**config.mk**
```make
export PLATFORM = sky130hd
export DESIGN_NAME = switch_pm_sideband_csr_bank
export DESIGN_NICKNAME = d
export VERILOG_FILES = /design/src/switch_pm_pkg.sv /design/src/sticky_flag_bank.sv /design/src/cpl_threshold_pick.sv /design/src/switch_pm_sideband_csr_bank.sv
export VERILOG_INCLUDE_DIRS = /design/src /design/src/src
export SDC_FILE = /design/constraint.sdc
export NUM_CORES = 1
export LEC_CHECK = 0
export BUFFER_PORTS_ARGS = -buffer_cell sky130_fd_sc_hd__buf_4
export CAP_MARGIN = 5
export CORE_ASPECT_RATIO = 0.9
export CORE_MARGIN = 5
export CORE_UTILIZATION = 53
export CTS_CLUSTER_DIAMETER = 200
export DETAILED_ROUTE_END_ITERATION = 7
export GPL_ROUTABILITY_DRIVEN = 0
export PLACE_DENSITY = 0.91
export SKIP_CTS_REPAIR_TIMING = 1
export SKIP_LAST_GASP = 1
export SLEW_MARGIN = 20
export SYNTH_ARGS = -nofsm -noshare
export SYNTH_HDL_FRONTEND = slang
export SYNTH_SLANG_ARGS = --single-unit
```
**constraint.sdc**
```tcl
create_clock -name clk_sys_in -period 2.6 [get_ports clk_sys_in]
set_clock_uncertainty 0.1 [all_clocks]
set_input_delay 0.13 -clock clk_sys_in [delete_from_list [all_inputs] [get_ports clk_sys_in]]
set_output_delay 0.13 -clock clk_sys_in [all_outputs]
set_load 0.02 [all_outputs]
```
**src/switch_pm_consts.svh**
```systemverilog
// offsets, field positions, masks and reset values of the csr bank
// assumes 12-bit configuration byte addresses, one 32-bit word each
`ifndef SWITCH_PM_CONSTS_SVH
`define SWITCH_PM_CONSTS_SVH

`define OFF_NO_SNOOP 12'h234
`define OFF_SUB_HDR 12'h240
`define OFF_SUB_CAP 12'h244
`define OFF_SUB_CTL1 12'h248
`define OFF_SUB_CTL2 12'h24c
`define OFF_LINK_TRAIN 12'h33c
`define OFF_HOT_MEDIA 12'h340
`define OFF_SB_CTL 12'h344
`define OFF_CPL_FC_EN 12'h350

`define NS_VALUE_LSB 16
`define NS_VALUE_MSB 25
`define NS_SCALE_LSB 26
`define NS_SCALE_MSB 28
`define NO_SNOOP_MASK 32'h1fff_0000
`define NO_SNOOP_RST 32'h0000_0000

`define SUB_HDR_WORD 32'h0001_001e
`define SUB_CAP_MASK 32'h0000_001a
`define SUB_CAP_RST 32'h0000_0012
`define SUB_CTL1_MASK 32'h0000_000a
`define SUB_CTL2_WORD 32'h0000_0000
`define PCIPM_BIT 1
`define ASPM_BIT 3

`define LINK_TRAIN_MASK 32'h0000_00ff
`define LINK_TRAIN_RST 32'h0000_0000
`define HOT_RST 16'h0000
`define MEDIA_RST 16'h0004

`define SB_CTL_RW_MASK 32'h0000_02ff
`define SB_CTL_RST 32'h0000_02d1
`define SB_SEL_BIT 0
`define SB_ADDR_LSB 1
`define SB_ADDR_MSB 7
`define SB_STRAP_LSB 1
`define SB_STRAP_MSB 3
`define SB_PEC_DIS_BIT 9
`define SB_PEC_FAIL_BIT 29
`define SB_BAD_CMD_BIT 30

`define CPL_FC_MASK 32'h0000_0006
`define CPL_FC_LSB 1

`define THR_X1_RST 16'h0080
`define THR_X2_RST 16'h0200
`define THR_X4_RST 16'h0800

`endif

```
**src/switch_pm_pkg.sv**
```systemverilog
// types shared by the power-management csr bank and its helpers
// assumes the constants header sits beside it
package switch_pm_pkg;

  typedef struct packed {
    logic valid;
    logic write;
    logic [11:0] addr;
    logic [31:0] wdata;
    logic [3:0] be;
  } cfg_req_t;

  typedef struct packed {
    logic valid;
    logic [11:0] addr;
    logic [31:0] data;
  } load_t;

  typedef struct packed {
    logic pec_fail;
    logic pec_pass;
    logic bad_cmd;
  } sb_event_t;

  typedef struct packed {
    logic pcipm_l11_en;
    logic aspm_l11_en;
  } pm_ctl_t;

  typedef enum logic [1:0] {
    WIDTH_X1,
    WIDTH_X2,
    WIDTH_X4,
    WIDTH_NONE
  } link_width_t;

endpackage

```
**src/sticky_flag_bank.sv**
```systemverilog
// sticky event flags, cleared by software or by a hardware clear
// assumes one-cycle set and clear pulses on the core clock
`timescale 1ns/10ps
module sticky_flag_bank #(
  parameter int N = 2
) (
  input wire logic clk_sys_in,
  input wire logic rstn_in,
  input wire logic [N-1:0] set_in,
  input wire logic [N-1:0] sw_clear_in,
  input wire logic [N-1:0] hw_clear_in,
  output logic [N-1:0] flag_out
);

  genvar i;
  generate
    for (i = 0; i < N; i++)
    begin : g_flag
      wire logic clear = sw_clear_in[i] | hw_clear_in[i];
      // set wins over any clear in the same cycle
      always_ff @(posedge clk_sys_in or negedge rstn_in)
      begin
        if (!rstn_in)
          flag_out[i] <= 1'b0;
        else if (set_in[i])
          flag_out[i] <= 1'b1;
        else if (clear)
          flag_out[i] <= 1'b0;
      end
    end
  endgenerate

endmodule

```
**src/cpl_threshold_pick.sv**
```systemverilog
// picks the completion flow-control threshold for one port's link width
// assumes the width code is steady while the link is up
`timescale 1ns/10ps
module cpl_threshold_pick
  import switch_pm_pkg::*;
#(
  parameter logic [15:0] THR_X1 = 16'h0080,
  parameter logic [15:0] THR_X2 = 16'h0200,
  parameter logic [15:0] THR_X4 = 16'h0800
) (
  input wire logic clk_sys_in,
  input wire logic rstn_in,
  input wire logic enable_in,
  input wire switch_pm_pkg::link_width_t width_in,
  output logic [15:0] threshold_out
);

  wire logic [15:0] by_width =
    (width_in == WIDTH_X1) ? THR_X1 :
    (width_in == WIDTH_X2) ? THR_X2 :
    (width_in == WIDTH_X4) ? THR_X4 : 16'h0000;

  // zero means no completion limit applied
  always_ff @(posedge clk_sys_in or negedge rstn_in)
  begin
    if (!rstn_in)
      threshold_out <= 16'h0000;
    else
      threshold_out <= enable_in ? by_width : 16'h0000;
  end

endmodule

```
**src/switch_pm_sideband_csr_bank.sv**
```systemverilog
// power-management and sideband csr bank for a switch with NPORT ports
// assumes requests and loads synchronous to clk_sys_in, strap pins
// steady around reset release
`timescale 1ns/10ps
`include "switch_pm_consts.svh"
module switch_pm_sideband_csr_bank #(
  parameter int NPORT = 2,
  parameter logic [15:0] THR_X1 = `THR_X1_RST,
  parameter logic [15:0] THR_X2 = `THR_X2_RST,
  parameter logic [15:0] THR_X4 = `THR_X4_RST
) (
  input wire logic clk_sys_in,
  input wire logic rstn_in,
  input wire switch_pm_pkg::cfg_req_t cfg_req_in,
  output logic [31:0] cfg_rdata_out,
  output logic cfg_rvalid_out,
  input wire switch_pm_pkg::load_t load_in,
  input wire logic [2:0] strap_addr_in,
  input wire switch_pm_pkg::sb_event_t sb_event_in,
  input wire logic [2*NPORT-1:0] port_width_in,
  output logic [9:0] no_snoop_value_out,
  output logic [2:0] no_snoop_scale_out,
  output switch_pm_pkg::pm_ctl_t pm_ctl_out,
  output logic smbus_select_out,
  output logic [6:0] slave_addr_out,
  output logic pec_check_en_out,
  output logic [NPORT-1:0] cpl_fc_enable_out,
  output logic [16*NPORT-1:0] cpl_threshold_out
);

  import switch_pm_pkg::*;

  // byte-lane merge limited to the writable bits
  function automatic logic [31:0] merge(
    input logic [31:0] old,
    input logic [31:0] wdata,
    input logic [3:0] be,
    input logic [31:0] mask
  );
    logic [31:0] lanes;
    lanes = {{8{be[3]}}, {8{be[2]}}, {8{be[1]}}, {8{be[0]}}};
    merge = (old & ~(lanes & mask)) | (wdata & lanes & mask);
  endfunction

  // request decode
  wire logic [11:0] word_addr = {cfg_req_in.addr[11:2], 2'b00};
  wire logic cfg_wr = cfg_req_in.valid & cfg_req_in.write;
  wire logic cfg_rd = cfg_req_in.valid & ~cfg_req_in.write;

  wire logic sel_no_snoop = word_addr == `OFF_NO_SNOOP;
  wire logic sel_sub_hdr = word_addr == `OFF_SUB_HDR;
  wire logic sel_sub_cap = word_addr == `OFF_SUB_CAP;
  wire logic sel_sub_ctl1 = word_addr == `OFF_SUB_CTL1;
  wire logic sel_sub_ctl2 = word_addr == `OFF_SUB_CTL2;
  wire logic sel_link_train = word_addr == `OFF_LINK_TRAIN;
  wire logic sel_hot_media = word_addr == `OFF_HOT_MEDIA;
  wire logic sel_sb_ctl = word_addr == `OFF_SB_CTL;
  wire logic sel_cpl_fc = word_addr == `OFF_CPL_FC_EN;

  // sideband default-load decode
  wire logic [11:0] ld_addr = {load_in.addr[11:2], 2'b00};
  wire logic ld_no_snoop = load_in.valid & (ld_addr == `OFF_NO_SNOOP);
  wire logic ld_sub_cap = load_in.valid & (ld_addr == `OFF_SUB_CAP);
  wire logic ld_sub_ctl1 = load_in.valid & (ld_addr == `OFF_SUB_CTL1);
  wire logic ld_link_train =
    load_in.valid & (ld_addr == `OFF_LINK_TRAIN);
  wire logic ld_hot_media = load_in.valid & (ld_addr == `OFF_HOT_MEDIA);
  wire logic ld_sb_ctl = load_in.valid & (ld_addr == `OFF_SB_CTL);
  wire logic ld_cpl_fc = load_in.valid & (ld_addr == `OFF_CPL_FC_EN);

  // configuration write strobes
  wire logic wr_no_snoop = cfg_wr & sel_no_snoop;
  wire logic wr_sub_ctl1 = cfg_wr & sel_sub_ctl1;
  wire logic wr_sb_ctl = cfg_wr & sel_sb_ctl;
  wire logic wr_cpl_fc = cfg_wr & sel_cpl_fc;

  // storage
  logic [31:0] no_snoop_limit;
  logic [31:0] sub_cap;
  logic [31:0] sub_ctl1;
  logic [31:0] link_train_word;
  logic [15:0] hot_insert_status_word;
  logic [15:0] media_access_status_word;
  logic [31:0] sb_ctl;
  logic [31:0] cpl_fc;
  logic strap_taken;
  logic [1:0] sb_flags;

  wire logic [31:0] next_no_snoop =
    ld_no_snoop ? (load_in.data & `NO_SNOOP_MASK) :
    wr_no_snoop ? merge(no_snoop_limit, cfg_req_in.wdata,
                        cfg_req_in.be, `NO_SNOOP_MASK) :
    no_snoop_limit;

  always_ff @(posedge clk_sys_in or negedge rstn_in)
  begin
    if (!rstn_in)
      no_snoop_limit <= `NO_SNOOP_RST;
    else
      no_snoop_limit <= next_no_snoop;
  end

  wire logic [31:0] next_sub_cap =
    ld_sub_cap ? (load_in.data & `SUB_CAP_MASK) : sub_cap;

  always_ff @(posedge clk_sys_in or negedge rstn_in)
  begin
    if (!rstn_in)
      sub_cap <= `SUB_CAP_RST;
    else
      sub_cap <= next_sub_cap;
  end

  wire logic [31:0] next_sub_ctl1 =
    ld_sub_ctl1 ? (load_in.data & `SUB_CTL1_MASK) :
    wr_sub_ctl1 ? merge(sub_ctl1, cfg_req_in.wdata,
                        cfg_req_in.be, `SUB_CTL1_MASK) :
    sub_ctl1;

  always_ff @(posedge clk_sys_in or negedge rstn_in)
  begin
    if (!rstn_in)
      sub_ctl1 <= 32'h0000_0000;
    else
      sub_ctl1 <= next_sub_ctl1;
  end

  // link training status, loaded only by sideband
  wire logic [31:0] next_link_train =
    ld_link_train ? (load_in.data & `LINK_TRAIN_MASK) : link_train_word;

  always_ff @(posedge clk_sys_in or negedge rstn_in)
  begin
    if (!rstn_in)
      link_train_word <= `LINK_TRAIN_RST;
    else
      link_train_word <= next_link_train;
  end

  // hot-insert and media status halves share one word
  wire logic [15:0] next_hot =
    ld_hot_media ? load_in.data[15:0] : hot_insert_status_word;
  wire logic [15:0] next_media =
    ld_hot_media ? load_in.data[31:16] : media_access_status_word;

  always_ff @(posedge clk_sys_in or negedge rstn_in)
  begin
    if (!rstn_in)
    begin
      hot_insert_status_word <= `HOT_RST;
      media_access_status_word <= `MEDIA_RST;
    end
    else
    begin
      hot_insert_status_word <= next_hot;
      media_access_status_word <= next_media;
    end
  end

  // strap bits taken on the first edge after release
  wire logic [31:0] strap_word =
    {29'h0000_0000, strap_addr_in} << `SB_STRAP_LSB;
  wire logic [31:0] strap_mask =
    {29'h0000_0000, 3'h7} << `SB_STRAP_LSB;
  wire logic [31:0] sb_after_strap = strap_taken ? sb_ctl :
    ((sb_ctl & ~strap_mask) | strap_word);

  // mode, address and pec control bits
  wire logic [31:0] next_sb_ctl =
    ld_sb_ctl ? (load_in.data & `SB_CTL_RW_MASK) :
    wr_sb_ctl ? merge(sb_after_strap, cfg_req_in.wdata,
                      cfg_req_in.be, `SB_CTL_RW_MASK) :
    sb_after_strap;

  always_ff @(posedge clk_sys_in or negedge rstn_in)
  begin
    if (!rstn_in)
      sb_ctl <= `SB_CTL_RST;
    else
      sb_ctl <= next_sb_ctl;
  end

  always_ff @(posedge clk_sys_in or negedge rstn_in)
  begin
    if (!rstn_in)
      strap_taken <= 1'b0;
    else
      strap_taken <= 1'b1;
  end

  // write-one clear, gated by the byte lane
  wire logic [1:0] flag_sw_clear = {2{wr_sb_ctl & cfg_req_in.be[3]}} &
    {cfg_req_in.wdata[`SB_BAD_CMD_BIT],
     cfg_req_in.wdata[`SB_PEC_FAIL_BIT]};

  // pec results only count while checking is enabled
  wire logic pec_enabled = ~sb_ctl[`SB_PEC_DIS_BIT];

  // pec failure sets, a good check clears
  // unsupported command sets the second flag
  sticky_flag_bank #(
    .N(2)
  ) u_flags (
    .clk_sys_in(clk_sys_in),
    .rstn_in(rstn_in),
    .set_in({sb_event_in.bad_cmd, sb_event_in.pec_fail & pec_enabled}),
    .sw_clear_in(flag_sw_clear),
    .hw_clear_in({1'b0, sb_event_in.pec_pass & pec_enabled}),
    .flag_out(sb_flags)
  );

  wire logic [31:0] next_cpl_fc =
    ld_cpl_fc ? (load_in.data & `CPL_FC_MASK) :
    wr_cpl_fc ? merge(cpl_fc, cfg_req_in.wdata,
                      cfg_req_in.be, `CPL_FC_MASK) :
    cpl_fc;

  always_ff @(posedge clk_sys_in or negedge rstn_in)
  begin
    if (!rstn_in)
      cpl_fc <= 32'h0000_0000;
    else
      cpl_fc <= next_cpl_fc;
  end

  // sticky flags folded into the control view
  wire logic [31:0] sb_ctl_view = sb_ctl |
    ({31'h0000_0000, sb_flags[0]} << `SB_PEC_FAIL_BIT) |
    ({31'h0000_0000, sb_flags[1]} << `SB_BAD_CMD_BIT);

  // unmapped words and reserved bits read zero
  wire logic [31:0] read_word =
    ({32{sel_no_snoop}} & no_snoop_limit) |
    ({32{sel_sub_hdr}} & `SUB_HDR_WORD) |
    ({32{sel_sub_cap}} & sub_cap) |
    ({32{sel_sub_ctl1}} & sub_ctl1) |
    ({32{sel_sub_ctl2}} & `SUB_CTL2_WORD) |
    ({32{sel_link_train}} & link_train_word) |
    ({32{sel_hot_media}} &
      {media_access_status_word, hot_insert_status_word}) |
    ({32{sel_sb_ctl}} & sb_ctl_view) |
    ({32{sel_cpl_fc}} & cpl_fc);

  // answer one cycle after the request, writes included
  always_ff @(posedge clk_sys_in or negedge rstn_in)
  begin
    if (!rstn_in)
    begin
      cfg_rdata_out <= 32'h0000_0000;
      cfg_rvalid_out <= 1'b0;
    end
    else
    begin
      cfg_rdata_out <= cfg_rd ? read_word : 32'h0000_0000;
      cfg_rvalid_out <= cfg_req_in.valid;
    end
  end

  // registered copies of the control fields
  always_ff @(posedge clk_sys_in or negedge rstn_in)
  begin
    if (!rstn_in)
    begin
      no_snoop_value_out <= 10'h000;
      no_snoop_scale_out <= 3'h0;
      pm_ctl_out <= '0;
    end
    else
    begin
      no_snoop_value_out <=
        next_no_snoop[`NS_VALUE_MSB:`NS_VALUE_LSB];
      no_snoop_scale_out <=
        next_no_snoop[`NS_SCALE_MSB:`NS_SCALE_LSB];
      pm_ctl_out.pcipm_l11_en <= next_sub_ctl1[`PCIPM_BIT];
      pm_ctl_out.aspm_l11_en <= next_sub_ctl1[`ASPM_BIT];
    end
  end

  always_ff @(posedge clk_sys_in or negedge rstn_in)
  begin
    if (!rstn_in)
    begin
      smbus_select_out <= 1'b1;
      slave_addr_out <= 7'h68;
      pec_check_en_out <= 1'b0;
    end
    else
    begin
      smbus_select_out <= next_sb_ctl[`SB_SEL_BIT];
      slave_addr_out <= next_sb_ctl[`SB_ADDR_MSB:`SB_ADDR_LSB];
      pec_check_en_out <= ~next_sb_ctl[`SB_PEC_DIS_BIT];
    end
  end

  // threshold per port from its link width
  genvar p;
  generate
    for (p = 0; p < NPORT; p++)
    begin : g_port
      wire logic fc_en = cpl_fc[`CPL_FC_LSB + p];
      wire link_width_t width = link_width_t'(port_width_in[2*p +: 2]);

      always_ff @(posedge clk_sys_in or negedge rstn_in)
      begin
        if (!rstn_in)
          cpl_fc_enable_out[p] <= 1'b0;
        else
          cpl_fc_enable_out[p] <= fc_en;
      end

      cpl_threshold_pick #(
        .THR_X1(THR_X1),
        .THR_X2(THR_X2),
        .THR_X4(THR_X4)
      ) u_pick (
        .clk_sys_in(clk_sys_in),
        .rstn_in(rstn_in),
        .enable_in(fc_en),
        .width_in(width),
        .threshold_out(cpl_threshold_out[16*p +: 16])
      );
    end
  endgenerate

endmodule

```
==> reports/results.txt, run 1 <==
crit path kind - in2reg
cell with the most instances after synthesis - sky130_fd_sc_hd__dfrtp_1
placed instance area - 0.00647 mm^2
total of flip-flops plus latches after synthesis - 114
clock-pin slew reported for the worst setup and hold paths after clock tree synthesis - 0.05 ns
total length of routed wires - 17400 um
die span in y - 104 um
combined flip-flop and latch cell area - 0.00286 mm^2
Max transition margin - 36.4%
clock tree from TritonCTS - yes
cell family with most CP delay - simple AND/OR/NAND/NOR gates
part of the Yosys area used for sequential elements - 55.3%
post-route cell area - 0.00777 mm^2
average cell area after synthesis - 11.7 um^2
Via-to-Cell Ratio - 5.83
worst path required time - 2.88 ns
Skew-Pair Late Insertion Delay - 0.51 ns
antenna diode instance count - 0
synth cell count leaders - sky130_fd_sc_hd__dfrtp_1 (106), sky130_fd_sc_hd__mux2_2 (47), sky130_fd_sc_hd__nor2_1 (47)
total number of vias - 4795
violation count after the first detailed-routing iteration - 355
crit path buf inv count - 3
Net Sw Power - 1.07 mW
clk root buf - sky130_fd_sc_hd__clkbuf_8
maximum number of buffers from clock root to sink - 2
area of the core region - 0.00961 mm^2
number of antenna violations at the first check in global routing - 0
count of antenna-violating nets left after detailed routing - 0
final critical delay including setup and external delays - 2.29 ns
post-synthesis cell count - 441
transition time of the tightest slew-check pin - 0.952 ns
Post-DP HPWL - 10400 um
combinational fraction of design power - 11.1%
combined area of the multi-input logic cells - 0.00209 mm^2
power per standard cell area - 574 mW/mm^2
largest fanout on the critical path - 8
clock sink count - 114
starting density of the core - 53.9%
dominant synthesized flop cell - sky130_fd_sc_hd__dfrtp_1
total grt overflow - 0
cell type of the slowest stage on the worst timing path - sky130_fd_sc_hd__dlygate4sd3_1
Synth cell types - 46
Crit path largest cell delay - 0.57 ns
number of global-route vias before repair - 4442
Peak supply drop - 0.000340 V
Tightest Hold Check Type - in2reg
layout cells sized above 1 - 38.2%
average routed wire per standard cell - 21.1 um
cell with the most instances on the worst path - sky130_fd_sc_hd__buf_4
TritonCTS Buffers - 17
critical path startpoint category - input pin
signed area change from the synthesized netlist to the final layout - 50.0%
drt drc - 0
Boundary Pins - 198
Pre-Repair DR Iteration Count - 5
cell internal power dissipation - 3.39 mW
register share of total power - 41.3%
x dimension of the die - 114 um
Final Max Tran Viols - 0
EDFF count, synth - 0
switching power share of the total - 24.0%
arrival time at the worst endpoint - 2.57 ns
global-route wire length before repair - 22800 um
Tot GR Track Use - 24.4%
Clock power frac - 47.7%
post-synth top area share - 51.2%
worst-path cell chain - buf_4 > or4b_1 > buf_4 > nor4_4 > mux2_4 > mux2_1 > dlygate4sd3_1
cell taking the most area after synthesis - sky130_fd_sc_hd__dfrtp_1
total of endpoints with negative setup slack in the final report - 0
die area - 0.0119 mm^2
main area contributors after synthesis - sky130_fd_sc_hd__dfrtp_1 (51%), sky130_fd_sc_hd__mux2_2 (10%), sky130_fd_sc_hd__mux2i_1 (5.4%)
setup repair after global routing missed its margin - no
run status - complete, no violations
TNS Setup - 0 ns
fraction of the cycle the final worst path needs - 88.2%
post-synthesis async set-or-reset flop share - 100%
pin count of the biggest net entering global routing - 62
CTS H-tree lvls - 4
number of nets in the layout - 793
max_cap viols - 0
Final Hold Fails - 0
standard-cell rows - 34
IO buf count - 159
Yosys Warn Count - 0
number of inserted filler cells in the final layout - 485
leakage - 4.02 nW
highest clock frequency the design can meet - 0.436 GHz
crit path capture type - flip-flop
post-synth design cell area - 0.00518 mm^2
[power by group through the flow]
| stage | Combinational [mW] | Clock [mW] | Sequential [mW] |
|---|---|---|---|
| after floorplan | 0.159 | 0 | 1.89 |
| after global placement | 0.365 | 0 | 1.87 |
| after detailed placement | 0.377 | 0 | 1.87 |
| after CTS | 0.381 | 2.12 | 1.84 |
| after global routing | 0.526 | 2.21 | 1.84 |
| final | 0.493 | 2.13 | 1.84 |
[kinds of logic after synthesis]
group                  count (synthesis)  share of synthesized area, %
AO/OA/AOI/OAI                         63                          8.12
other                                  2                         0.145
flip-flops                           114                          55.3
buffers and inverters                 56                          6.43
AND/OR/NAND/NOR                      129                          13.9
multiplexers                          77                          16.1
[flip-flops by register name, summed over array words and instances (netlist names), 3 cells and up]
name,flops
cfg_rdata_out,32
g_port.u_pick.threshold_out,6
hot_insert_status_word,16
link_train_word,8
media_access_status_word,16
no_snoop_value_out,9
sb_ctl,3
slave_addr_out,6
sub_cap,3
[worst register-to-register path, stage by stage (launching register included)]
cell                            delay (ns)
sky130_fd_sc_hd__dfrtp_1              0.38
sky130_fd_sc_hd__mux2_2               0.35
sky130_fd_sc_hd__mux2_4               0.27
sky130_fd_sc_hd__mux2_1               0.30
sky130_fd_sc_hd__dlygate4sd3_1        0.57
[path summary, 6_finish.rpt]
kind | startpoint | end | slack [ns] | depth (start not counted)
max in group asynchronous | rstn_in | cpl_fc_enable_out[0] | 1.41 | 3
hold / removal | load_in[35] | sub_cap[1] | 0.004 | 4
setup / recovery | cfg_req_in[47] | slave_addr_out[2] | 0.31 | 7
hold reg to reg | cpl_fc[2] | cpl_fc_enable_out[1] | 0.34 | 0
setup reg to reg | strap_taken | slave_addr_out[2] | 0.51 | 4
min in group asynchronous | rstn_in | cfg_rdata_out[21] | 0.14 | 2
[per-layer routing]
layer | GRT usage, % | part of all wire, % | vias to the layer above
li1 | - | - | 2034
met3 | 6.82 | 9.2 | 72
met2 | 39.3 | 50 | 343
met1 | 30.3 | 37 | 2346
met5 | 0 | 0 | -
met4 | 11.2 | 4.2 | 0
[layout by cell type (no fill, tap or decap), types with 12 or more instances in the layout]
cell type                       instances
sky130_fd_sc_hd__mux2_2                47
sky130_fd_sc_hd__a21oi_1               22
sky130_fd_sc_hd__nor2_1                47
sky130_fd_sc_hd__clkbuf_16             16
sky130_fd_sc_hd__mux2i_1               28
sky130_fd_sc_hd__buf_4                173
sky130_fd_sc_hd__a22oi_1               23
sky130_fd_sc_hd__conb_1                27
sky130_fd_sc_hd__nand2_1               12
sky130_fd_sc_hd__and3_1                13
sky130_fd_sc_hd__dfrtp_1              106
sky130_fd_sc_hd__dlygate4sd3_1         75
[through the flow]
step / cells / worst slack (ns) / util [%] / power (mW) / hold WS (ns)
after floorplan: 466 / 0.371 / - / 2.04 / -0.266
after global placement: 718 / 0.315 / 67.3 / 2.23 / 0.136
after detailed placement: 718 / 0.273 / 67.3 / 2.25 / 0.149
after CTS: 748 / 0.772 / 73.0 / 4.34 / -0.387
after global routing: 823 / 0.265 / 80.8 / 4.58 / 0.0200
final: 823 / 0.308 / 80.8 / 4.46 / 0.00439
[cell type report]
cell class / instances / share of cell area, %
sequential: 114 / 36.8
multi-input combinational: 296 / 26.9
timing repair buffer: 250 / 26.9
clock buffer: 21 / 5.91
tap: 126 / 2.03
clock inverter: 9 / 1.08
inverter: 7 / 0.338
(Power assumes the default switching activity.)
==> inputs of run 2 (changes only) <==
Clock period 2.6 ns to 2.8 ns, I/O delays scaled along.
==> reports/results.txt, run 2 (synthesized netlist as in run 1, its figures left out) <==
signed area change from the synthesized netlist to the final layout - 50.5%
number of instances on the worst hold path - 4
flip-flop count of the largest register after layout - 32
standard-cell rows - 34
fraction of the cycle the final worst path needs - 88.9%
critical path startpoint category - input pin
crit path capture type - flip-flop
arrival time at the worst endpoint - 2.78 ns
Post-DP HPWL - 10400 um
Peak supply drop - 0.000502 V
clock tree from TritonCTS - yes
leakage - 4.03 nW
average routed wire per standard cell - 20.2 um
TNS Setup - 0 ns
die area - 0.0119 mm^2
crit path kind - in2reg
x dimension of the die - 114 um
violation count after the first detailed-routing iteration - 365
run status - complete, but fails checks
starting density of the core - 53.9%
final hold slack - -0.0350 ns
worst reg2reg path endpoint - slave_addr_out[2]
total grt overflow - 0
startpoint of the worst register-to-register path - strap_taken
TritonCTS Buffers - 17
most frequent standard cell in the layout excluding fill and tap cells - sky130_fd_sc_hd__buf_4
highest clock frequency the design can meet - 0.402 GHz
launch point of the critical path - cfg_req_in[44]
clk root buf - sky130_fd_sc_hd__clkbuf_8
total length of routed wires - 16600 um
violated checks - negative hold slack
number of nets in the layout - 792
leading registers by flop count - cfg_rdata_out x32, hot_insert_status_word x16, media_access_status_word x16
area of the core region - 0.00961 mm^2
worst-path cell chain - dlygate4sd3_1 > buf_4 > or4b_2 > nor4_1 > mux2_2 > mux2_2
Tot GR Track Use - 24.7%
most used cells in the layout excluding fill and tap cells - sky130_fd_sc_hd__buf_4 (171), sky130_fd_sc_hd__dfrtp_1 (106), sky130_fd_sc_hd__dlygate4sd3_1 (76)
IO buf count - 159
die span in y - 104 um
largest fanout on the critical path - 14
total number of vias - 4707
maximum number of buffers from clock root to sink - 2
count of antenna-violating nets left after detailed routing - 0
max_cap viols - 0
combinational fraction of design power - 10.8%
transition time of the tightest slew-check pin - 0.922 ns
number of antenna violations at the first check in global routing - 0
setup repair after global routing missed its margin - no
Crit path largest cell delay - 0.70 ns
Pre-Repair DR Iteration Count - 7
largest register by flop count - cfg_rdata_out
Via-to-Cell Ratio - 5.71
clock-pin slew reported for the worst setup and hold paths after clock tree synthesis - 0.05 ns
cell with the most instances on the worst path - sky130_fd_sc_hd__mux2_2
Final Max Tran Viols - 0
clock sink count - 114
Final Hold Fails - 2
CTS H-tree lvls - 4
antenna diode instance count - 0
Tightest Hold Check Type - in2reg
Reg2Reg Depth - 4
Max transition margin - 38.4%
Clock power frac - 48.9%
global-route wire length before repair - 22900 um
Net Sw Power - 1.02 mW
cell type of the slowest stage on the worst timing path - sky130_fd_sc_hd__or4b_2
register share of total power - 40.3%
switching power share of the total - 24.0%
power per standard cell area - 544 mW/mm^2
total of endpoints with negative setup slack in the final report - 0
Boundary Pins - 198
R2R Setup Slk - 0.69 ns
cell internal power dissipation - 3.22 mW
pin count of the biggest net entering global routing - 56
layout cells sized above 1 - 38.3%
worst path required time - 3.09 ns
final critical delay including setup and external delays - 2.49 ns
critical path capture point - sub_ctl1[3]
Skew-Pair Late Insertion Delay - 0.52 ns
number of global-route vias before repair - 4403
drt drc - 0
number of inserted filler cells in the final layout - 536
run 2: cell types whose count changed in the layout (fill, tap and decap cells not counted), sizes merged:
cell         change
buf              -2
clkbuf           -2
bufinv           +1
clkinv           +1
clkinvlp         +1
dlygate4sd3      +1
inv              +1
run 2: power groups by stage:
stage / logic [mW] / registers (mW) / clock network [mW]
global route: 0.488 / 1.71 / 2.18
floorplan: 0.147 / 1.75 / 0
global placement: 0.338 / 1.73 / 0
detailed placement: 0.348 / 1.73 / 0
CTS: 0.352 / 1.71 / 2.08
finish: 0.456 / 1.71 / 2.07
run 2: layer usage:
metal | global-route usage (%) | up-vias | wire length [um]
met5 | 0 | - | 0
met4 | 8.23 | 0 | 694
met3 | 7.11 | 73 | 1360
met2 | 40.4 | 289 | 8690
met1 | 31.4 | 2311 | 5880
li1 | - | 2034 | -
run 2: layout make-up:
class                   instances  area, um^2  share of cell area [%]
multi-input cells             296        2090                    26.8
clock buffers                  19         442                    5.66
flip-flops and latches        114        2860                    36.7
repair buffers                249        2080                    26.7
well taps                     126         158                    2.02
inverters                       7        26.3                   0.337
clock inverters                13         135                    1.73
run 2: worst min path at each step:
| stage | slack (ns) | start | to |
|---|---|---|---|
| 6_report | -0.04 | load_in[34] | sub_ctl1[1] |
| 5_1_grt | 0.0009 | load_in[35] | sub_cap[1] |
| 4_1_cts | -0.42 | rstn_in | cfg_rdata_out[19] |
| 3_5_place_dp | 0.12 | rstn_in | cfg_rdata_out[19] |
| 3_3_place_gp | 0.12 | rstn_in | cfg_rdata_out[21] |
| 2_1_floorplan | -0.26 | rstn_in | cfg_rdata_out[0] |
run 2: metrics by stage:
step                      cells  cell area [um^2]  setup slack (ns)  utilization (%)  power, mW
after detailed placement    716              6460             0.408             67.2       2.08
after global routing        824              7800             0.258             81.1       4.38
after CTS                   748              7040             0.943             73.2       4.14
after global placement      716              6460             0.456             67.2       2.07
after floorplan             466              5270             0.561                -       1.90
final                       824              7800             0.312             81.1       4.24
run 2: critical path, delay by kind of cell:
kind	cells	cell delay [ns]
and+or+nand+nor	2	1.24
muxes	2	0.65
buffers and inverters	2	0.74
